===== src/gtps_cfg.svh =====
// constants for the gear-tooth peak/valley slicer
`ifndef GTPS_CFG_SVH
`define GTPS_CFG_SVH
`define GTPS_SAMPLE_W      12
`define GTPS_PEAK_RST      12'h000
`define GTPS_VALLEY_RST    12'hFFF
`define GTPS_PRELOAD_SHIFT 2
`define GTPS_LOCK_ON_CNT   12'h04D
`define GTPS_LOCK_OFF_CNT  12'h037
`define GTPS_CLK_MHZ       250
`define GTPS_TRACK_US      1000
`define GTPS_TRACK_CYC     (`GTPS_TRACK_US * `GTPS_CLK_MHZ)
`endif


===== src/gtps_pkg.sv =====
// types for the gear-tooth peak/valley slicer
`include "gtps_cfg.svh"
package gtps_pkg;
  typedef logic [`GTPS_SAMPLE_W-1:0] gtps_sample_t;
  typedef struct packed {
    gtps_sample_t peak;
    gtps_sample_t valley;
  } gtps_hold_t;
  typedef enum logic [1:0] {GTPS_RESET, GTPS_SETTLE, GTPS_LOCKED, GTPS_RUN} gtps_state_t;
endpackage


===== src/gtps_slicer.sv =====
// gear-tooth peak/valley slicer core with lockout and startup order
//
// Operation
// track and hold peak and valley levels
// slice input at mean of peak, valley
// rising output raises valley by span/4
// falling output lowers peak by span/4
// preload computed from counter contents
// peak counts up while input exceeds it
// valley counts down while input below it
// reset stops tracking and output switching
// output high through reset until first fall
// enable switching above upper span threshold
// disable switching below lower span threshold
// reset, settle tracking, then lockout release
// all decisions on one sample clock
// lockout thresholds are counter-unit parameters
//
// behaviour in short
// - the sample is synchronised by two flops before any use
// - the input must move slowly against the clock: each bit is
//   synchronised on its own, so a fast-changing word may be seen
//   torn for one cycle, nudge a counter by one step and, in the run state, trip a false crossing with its preload
// - peak and valley move one count per cycle, so full tracking
//   of a large step takes up to a full counter range of cycles
// - the output only follows crossings in the run state; the power-on indication forces it high in any state
// - a preload wins over a count step in the same cycle
// - counter arithmetic wraps; the preload can never pass the
//   opposite counter because it is a quarter of the span
// - the power-on indication freezes the trackers but keeps
//   their contents, so tracking resumes from the held levels
//
// limitations
// - thresholds compare the counter span only, not field units
// - the settle time is a cycle count, scaled to the clock
`timescale 1ns/10ps
module gtps_slicer
  import gtps_pkg::*;
#(
  parameter gtps_sample_t LOCK_ON   = `GTPS_LOCK_ON_CNT,
  parameter gtps_sample_t LOCK_OFF  = `GTPS_LOCK_OFF_CNT,
  parameter int unsigned  TRACK_CYC = `GTPS_TRACK_CYC
) (
  input  wire logic         clk,
  input  wire logic         reset_n,
  input  wire logic         porActive,
  input  wire gtps_sample_t sampleIn,
  output logic              sliceOut,
  output gtps_hold_t        holdLevels,
  output logic              switchEn
);
  // ==========================================================
  // input synchronisers
  //
  // both the sample word and the power-on indication come from
  // outside this clock domain; the power-on flops reset to the
  // asserted level so nothing runs before the pin is seen low
  gtps_sample_t sampleMeta_r;
  gtps_sample_t sample_r;
  logic         porMeta_r;
  logic         por_r;

  always_ff @(posedge clk) begin
    if (!reset_n) begin
      sampleMeta_r <= 12'h000;
      sample_r     <= 12'h000;
      porMeta_r    <= 1'b1;
      por_r        <= 1'b1;
    end else begin
      sampleMeta_r <= sampleIn;
      sample_r     <= sampleMeta_r;
      porMeta_r    <= porActive;
      por_r        <= porMeta_r;
    end
  end

  // ==========================================================
  // peak and valley trackers
  logic         runEn;
  logic         riseEdge;
  logic         fallEdge;
  gtps_sample_t peak;
  gtps_sample_t valley;
  gtps_sample_t span;
  gtps_sample_t quarter;
  gtps_sample_t slice;
  logic [12:0]  sum;

  // preload from counters
  // span reads zero until the two trackers have crossed over,
  // which keeps the lockout closed right after start-up
  assign span    = (peak > valley) ? (peak - valley) : 12'h000;
  assign quarter = span >> `GTPS_PRELOAD_SHIFT;

  // single sample clock
  // peak counter up
  // peak drops at fall
  gtps_tracker #(
    .UPWARD  (1'b1),
    .RST_VAL (`GTPS_PEAK_RST)
  ) u_peak (
    .clk        (clk),
    .reset_n    (reset_n),
    .runEn      (runEn),
    .sample     (sample_r),
    .preload    (fallEdge),
    .preloadAmt (quarter),
    .hold       (peak)
  );

  // valley counter down
  // valley rises at rise
  gtps_tracker #(
    .UPWARD  (1'b0),
    .RST_VAL (`GTPS_VALLEY_RST)
  ) u_valley (
    .clk        (clk),
    .reset_n    (reset_n),
    .runEn      (runEn),
    .sample     (sample_r),
    .preload    (riseEdge),
    .preloadAmt (quarter),
    .hold       (valley)
  );

  // mean slicing level
  // one spare bit keeps the carry of the sum before halving
  assign sum   = {1'b0, peak} + {1'b0, valley};
  assign slice = sum[12:1];

  // ==========================================================
  // startup sequencer and lockout
  gtps_state_t  state_r;
  gtps_state_t  state_nxt;
  logic [31:0]  settleCnt_r;
  logic [31:0]  settleCnt_nxt;
  logic         out_r;
  logic         out_nxt;

  // por halts everything
  // trackers run in settle, locked and run, never in reset
  assign runEn = !por_r && (state_r != GTPS_RESET);

  // ordered startup stages
  // reset -> settle (fixed cycle count) -> locked -> run;
  // the power-on indication sends any stage back to reset
  always_comb begin
    state_nxt     = state_r;
    settleCnt_nxt = settleCnt_r;
    if (por_r) begin
      state_nxt     = GTPS_RESET;
      settleCnt_nxt = 32'h0000_0000;
    end else begin
      case (state_r)
        GTPS_RESET: begin
          state_nxt = GTPS_SETTLE;
        end
        GTPS_SETTLE: begin
          settleCnt_nxt = settleCnt_r + 32'h0000_0001;
          if (settleCnt_r >= TRACK_CYC - 1) begin
            state_nxt = GTPS_LOCKED;
          end
        end
        GTPS_LOCKED: begin
          // upper lockout threshold
          if (span > LOCK_ON) begin
            state_nxt = GTPS_RUN;
          end
        end
        GTPS_RUN: begin
          // lower lockout threshold
          // thresholds in counts
          if (span < LOCK_OFF) begin
            state_nxt = GTPS_LOCKED;
          end
        end
        default: begin
          state_nxt = GTPS_RESET;
        end
      endcase
    end
  end

  // output held high until first fall
  // while locked the output keeps its last level; a crossing
  // only counts in the run state
  always_comb begin
    out_nxt = out_r;
    if (por_r || state_r == GTPS_RESET) begin
      out_nxt = 1'b1;
    end else if (state_r == GTPS_RUN) begin
      if (out_r && sample_r < slice) begin
        out_nxt = 1'b0;
      end else if (!out_r && sample_r > slice) begin
        out_nxt = 1'b1;
      end
    end
  end

  // edge pulses drive preload
  // the pulses come from the next output value, so the preload
  // lands on the same edge as the output change
  assign riseEdge = runEn && !out_r && out_nxt;
  assign fallEdge = runEn && out_r && !out_nxt;

  // sequencer and output registers
  always_ff @(posedge clk) begin
    if (!reset_n) begin
      state_r     <= GTPS_RESET;
      settleCnt_r <= 32'h0000_0000;
      out_r       <= 1'b1;
    end else begin
      state_r     <= state_nxt;
      settleCnt_r <= settleCnt_nxt;
      out_r       <= out_nxt;
    end
  end

  // ==========================================================
  // outputs
  //
  // held levels visible
  assign holdLevels = '{peak: peak, valley: valley};

  // slicer output straight from its register
  assign sliceOut   = out_r;

  // lockout released only in the run state
  assign switchEn   = (state_r == GTPS_RUN);
endmodule


===== src/gtps_tracker.sv =====
// one peak or valley track-and-hold counter with edge preload
`timescale 1ns/10ps
module gtps_tracker
  import gtps_pkg::*;
#(
  parameter bit            UPWARD  = 1'b1,
  parameter logic [11:0]   RST_VAL = 12'h000
) (
  input  wire logic         clk,
  input  wire logic         reset_n,
  input  wire logic         runEn,
  input  wire gtps_sample_t sample,
  input  wire logic         preload,
  input  wire gtps_sample_t preloadAmt,
  output gtps_sample_t      hold
);
  gtps_sample_t hold_r;
  gtps_sample_t hold_nxt;
  logic         beyond;

  // input past the held level in the tracked direction
  assign beyond = UPWARD ? (sample > hold_r) : (sample < hold_r);

  // step one count while beyond, preload toward the slice at edges
  always_comb begin
    hold_nxt = hold_r;
    if (runEn) begin
      if (preload) begin
        hold_nxt = UPWARD ? (hold_r - preloadAmt) : (hold_r + preloadAmt);
      end else if (beyond) begin
        hold_nxt = UPWARD ? (hold_r + 12'h001) : (hold_r - 12'h001);
      end
    end
  end

  always_ff @(posedge clk) begin
    if (!reset_n) begin
      hold_r <= RST_VAL;
    end else begin
      hold_r <= hold_nxt;
    end
  end

  assign hold = hold_r;
endmodule


===== config.mk =====
export PLATFORM = sky130hd
export DESIGN_NAME = gtps_slicer
export DESIGN_NICKNAME = d
export VERILOG_FILES = /design/src/gtps_pkg.sv /design/src/gtps_slicer.sv /design/src/gtps_tracker.sv
export VERILOG_INCLUDE_DIRS = /design/src
export SDC_FILE = /design/constraint.sdc
export NUM_CORES = 1
export LEC_CHECK = 0
export BUFFER_PORTS_ARGS = -buffer_cell sky130_fd_sc_hd__buf_4
export CAP_MARGIN = 40
export CORE_ASPECT_RATIO = 0.75
export CORE_UTILIZATION = 40
export CTS_CLUSTER_DIAMETER = 100
export DETAILED_ROUTE_END_ITERATION = 8
export HOLD_SLACK_MARGIN = 0.06
export PLACE_DENSITY = 0.57
export SLEW_MARGIN = 20
export SYNTH_ARGS = -nofsm -noshare
export SYNTH_HDL_FRONTEND = slang
export SYNTH_SLANG_ARGS = --single-unit

===== constraint.sdc =====
create_clock -name clk -period 10.59 [get_ports clk]
set_input_delay 3.177 -clock clk [delete_from_list [all_inputs] [get_ports clk]]
set_output_delay 3.177 -clock clk [all_outputs]
set_load 0.01 [all_outputs]

==> flow_metrics.py <==
metrics = {
    "detailed_routing": {
        "ant_nets": 0,
        "drtIter0Drc": 462,
        "wl_um": 16500,
        "num_vias": 5431,
        "wl_per_cell_um": 16.5,
        "vias_per_cell": 5.45,
        "dr.pass1.iters": 5,
        "drcViolationCount": 0,
    },
    "place": {
        "post-place-ws_ps": 4170,
        "place_congestion": 0.891,
        "dp_hpwl_um": 13000,
        "io_buffers": 40,
    },
    "critical_path": {
        "crit_end": "u_valley.hold[11]",
        "startpoint": "u_peak.hold[1]",
        "required_ps": 10830,
        "r2r-start": "u_peak.hold[1]",
        "cp.arrival_ps": 6760,
        "rrSetupSlack_ps": 4080,
        "crit_path_start_kind": "register",
        "r2r_end": "u_valley.hold[11]",
        "worstSetupPathType": "register to register",
        "reg2reg_depth": 21,
        "worst_setup_path_end_kind": "register",
        "path_max_fanout": 13,
    },
    "timing": {
        "finalMaxSlewViolations": 0,
        "setup_slack_ps": 4080,
        "worst_pin_slew_ps": 745,
        "relSlewSlack_pct": 50.3,
        "fin_setup_tns_ps": 0,
        "whs_ps": 413,
        "min_period_ps": 6510,
        "rsz0062_at_grt": "false",
        "period_share_pct": 61.5,
        "hold_viol": 0,
        "setup_violations": 0,
        "fmax_mhz": 154,
        "clock_skew_ps": 8.01,
    },
    "floorplanning": {
        "io_pins": 41,
        "die_area_um2": 16300,
        "fp.coreArea_um2": 15300,
        "num_rows": 39,
        "die_h_um": 111,
        "die_w_um": 147,
        "start_util_pct": 41.3,
    },
    "final_layout": {
        "area_growth_pct": 11.6,
        "fill_cells": 1508,
        "nets": 887,
        "drive_above_1_share_pct": 10.2,
        "antenna_cells": 0,
        "final_core_util_pct": 46.1,
    },
    "global_routing": {
        "grt_max_degree": 55,
        "met1_usage_pct": 31.4,
        "grt-busiest-layer": "met1",
        "grt_antenna_before_repair": 0,
        "met3_usage_pct": 3.79,
        "grt_util_all_layers_pct": 20.9,
        "overflow": 0,
        "grt_pass1_wl_um": 26300,
        "grtUsageMet2_pct": 28.5,
        "first_global_vias": 5049,
    },
    "clocking": {
        "root_buffer": "clkbuf_16",
        "cts_max_level": 3,
        "post-cts-setup-buffers": 0,
        "cts.sinks": 85,
        "cts.reportedPaths.clkPinSlew_ps": 70,
        "tritoncts": "built",
        "ctsHoldBuffers": 0,
        "numCtsBuffers": 9,
        "clock_latency_ps": 360,
        "cts.path.max_buffers": 2,
        "cts_resized": 0,
    },
    "flow_run": {
        "maxCapViolCount": 0,
    },
    "logic_synthesis": {
        "ys_ff_latch": 85,
        "syn_avg_cell_area_um2": 8.30,
        "synthFlopType": "dfxtp_1",
        "synth_edf_count": 0,
        "synth.net_count": 863,
        "syn_inst": 762,
        "async_reset_ff_share_pct": 0,
        "ys_types": 68,
        "syn_area_um2": 6330,
        "ys_seq_area_share_pct": 26.9,
        "synth-warning-count": 0,
    },
    "pwr": {
        "power_uw": 676,
        "powerDensity_nw_per_um2": 95.6,
        "p_leak_nw": 3.04,
        "ir_worst_vdd_v": 0.0000928,
    },
    "hold_path": {
        "hold_path_class": "register to register",
    },
    "status": {
        "status": "complete, no violations",
    },
}
[metal layers]
layer	vias to the layer above	wire, um
met2	148	6320
met5	-	0
met4	0	468
met3	29	770
met1	2504	8890
li1	2750	-
[flip-flops by register name, summed over array words and instances (netlist names)]
| name | cells |
|---|---|
| sampleMeta_r | 12 |
| sample_r | 12 |
| por_r | 1 |
| sliceOut | 1 |
| settleCnt_r | 32 |
| u_valley.hold | 12 |
| porMeta_r | 1 |
| state_r | 2 |
| u_peak.hold | 12 |
[layout by cell type, fill, tap and decap left out, types with 4 or more instances in the layout]
master and n:
mux2i_1 15, or3_1 9, a21oi_1 45, o21bai_1 6, nor2b_1 19, xnor2_1 28
or2_2 5, o21ai_0 21, inv_1 48, nand2b_1 13, a211oi_1 6, and2_1 29
nor2_1 66, o41ai_1 4, buf_4 41, o31ai_1 5, clkbuf_16 9, xor2_1 30
nand2_1 54, ha_1 82, nor4_1 8, o21a_1 7, and3_1 6, a211o_1 4
a21o_1 11, a31oi_1 7, fa_1 4, nand3_1 25, dfxtp_1 85, o211ai_1 14
nor3_1 15, nand4_1 15
[layout make-up]
class	instances	area, um^2	area share [%]
flip-flops and latches	85	1700	24.1
well taps	205	256	3.63
clock buffers	9	225	3.19
inverters	49	184	2.60
repair buffers	42	319	4.52
clock inverters	7	65.1	0.921
multi-input cells	599	4310	61.1
[where the power goes]
group	switching [mW]	total (mW)	internal [mW]
combinational	0.0173	0.0324	0.0151
clock	0.150	0.315	0.165
sequential	0.00389	0.328	0.325
total	0.171	0.676	0.505
[cell families (layout without fill, tap and decap cells)]
| family | after synthesis | count (layout) | share of synthesized area [%] |
|---|---|---|---|
| multiplexers | 16 | 16 | 2.55 |
| AO/OA/AOI/OAI | 156 | 156 | 16.7 |
| XOR/XNOR | 58 | 58 | 8.03 |
| flip-flops | 85 | 85 | 26.9 |
| AND/OR/NAND/NOR | 283 | 283 | 23.3 |
| buffers and inverters | 78 | 107 | 4.98 |
| adder cells (fa/ha/maj) | 86 | 86 | 17.5 |
[worst min-delay path by stage]
stage | slack, ps | cells after the start | from | to
floorplan | 390 | 1 | porMeta_r | por_r
global placement | 400 | 1 | porMeta_r | por_r
detailed placement | 400 | 1 | porMeta_r | por_r
CTS | 420 | 1 | porMeta_r | por_r
global route | 440 | 1 | porMeta_r | por_r
finish | 410 | 1 | porMeta_r | por_r
[through the flow]
| stage | area (um^2) | cells |
|---|---|---|
| after floorplan | 6330 | 762 |
| after global placement | 6760 | 979 |
| after detailed placement | 6760 | 979 |
| after CTS | 7050 | 995 |
| after global routing | 7060 | 996 |
| final | 7060 | 996 |
[Yosys cell counts, drive strengths merged (6+ instances only)]
cell type	n	share of area [%]
dfxtp	85	27
inv	49	2.9
nor4	9	1.1
or3	9	0.89
a21oi	46	3.7
a21o	11	1.3
o211ai	14	1.7
o21a	7	0.83
nor2b	19	1.9
and3	6	0.59
nor3	15	1.2
nand3	25	2.0
nor2	68	4.2
a211oi	7	0.91
clkbuf	16	0.95
o21bai	6	0.71
a31oi	7	0.69
mux2i	15	2.4
xnor2	28	3.9
nand2b	14	1.4
xor2	30	4.2
and2	31	3.1
o21ai	24	2.0
ha	82	16
buf	13	1.1
nand4	16	1.7
nand2	54	3.2
[critical path: stages, from the launching register on]
cell and delay, ps:
dfxtp_1 480, inv_1 200, fa_1 480, o21bai_1 170, a21o_1 160, a21oi_1 90
o31ai_1 260, a21oi_1 160, o31ai_1 360, a221oi_1 160, ha_1 330, nand4_1 160
a211oi_1 410, o31a_1 580, o21ai_0 250, ha_1 350, a211o_1 350, a2111oi_2 420
o31ai_1 180, o41ai_2 250, mux2i_1 240, mux2_2 340
Power figures use the tool's default switching activity.
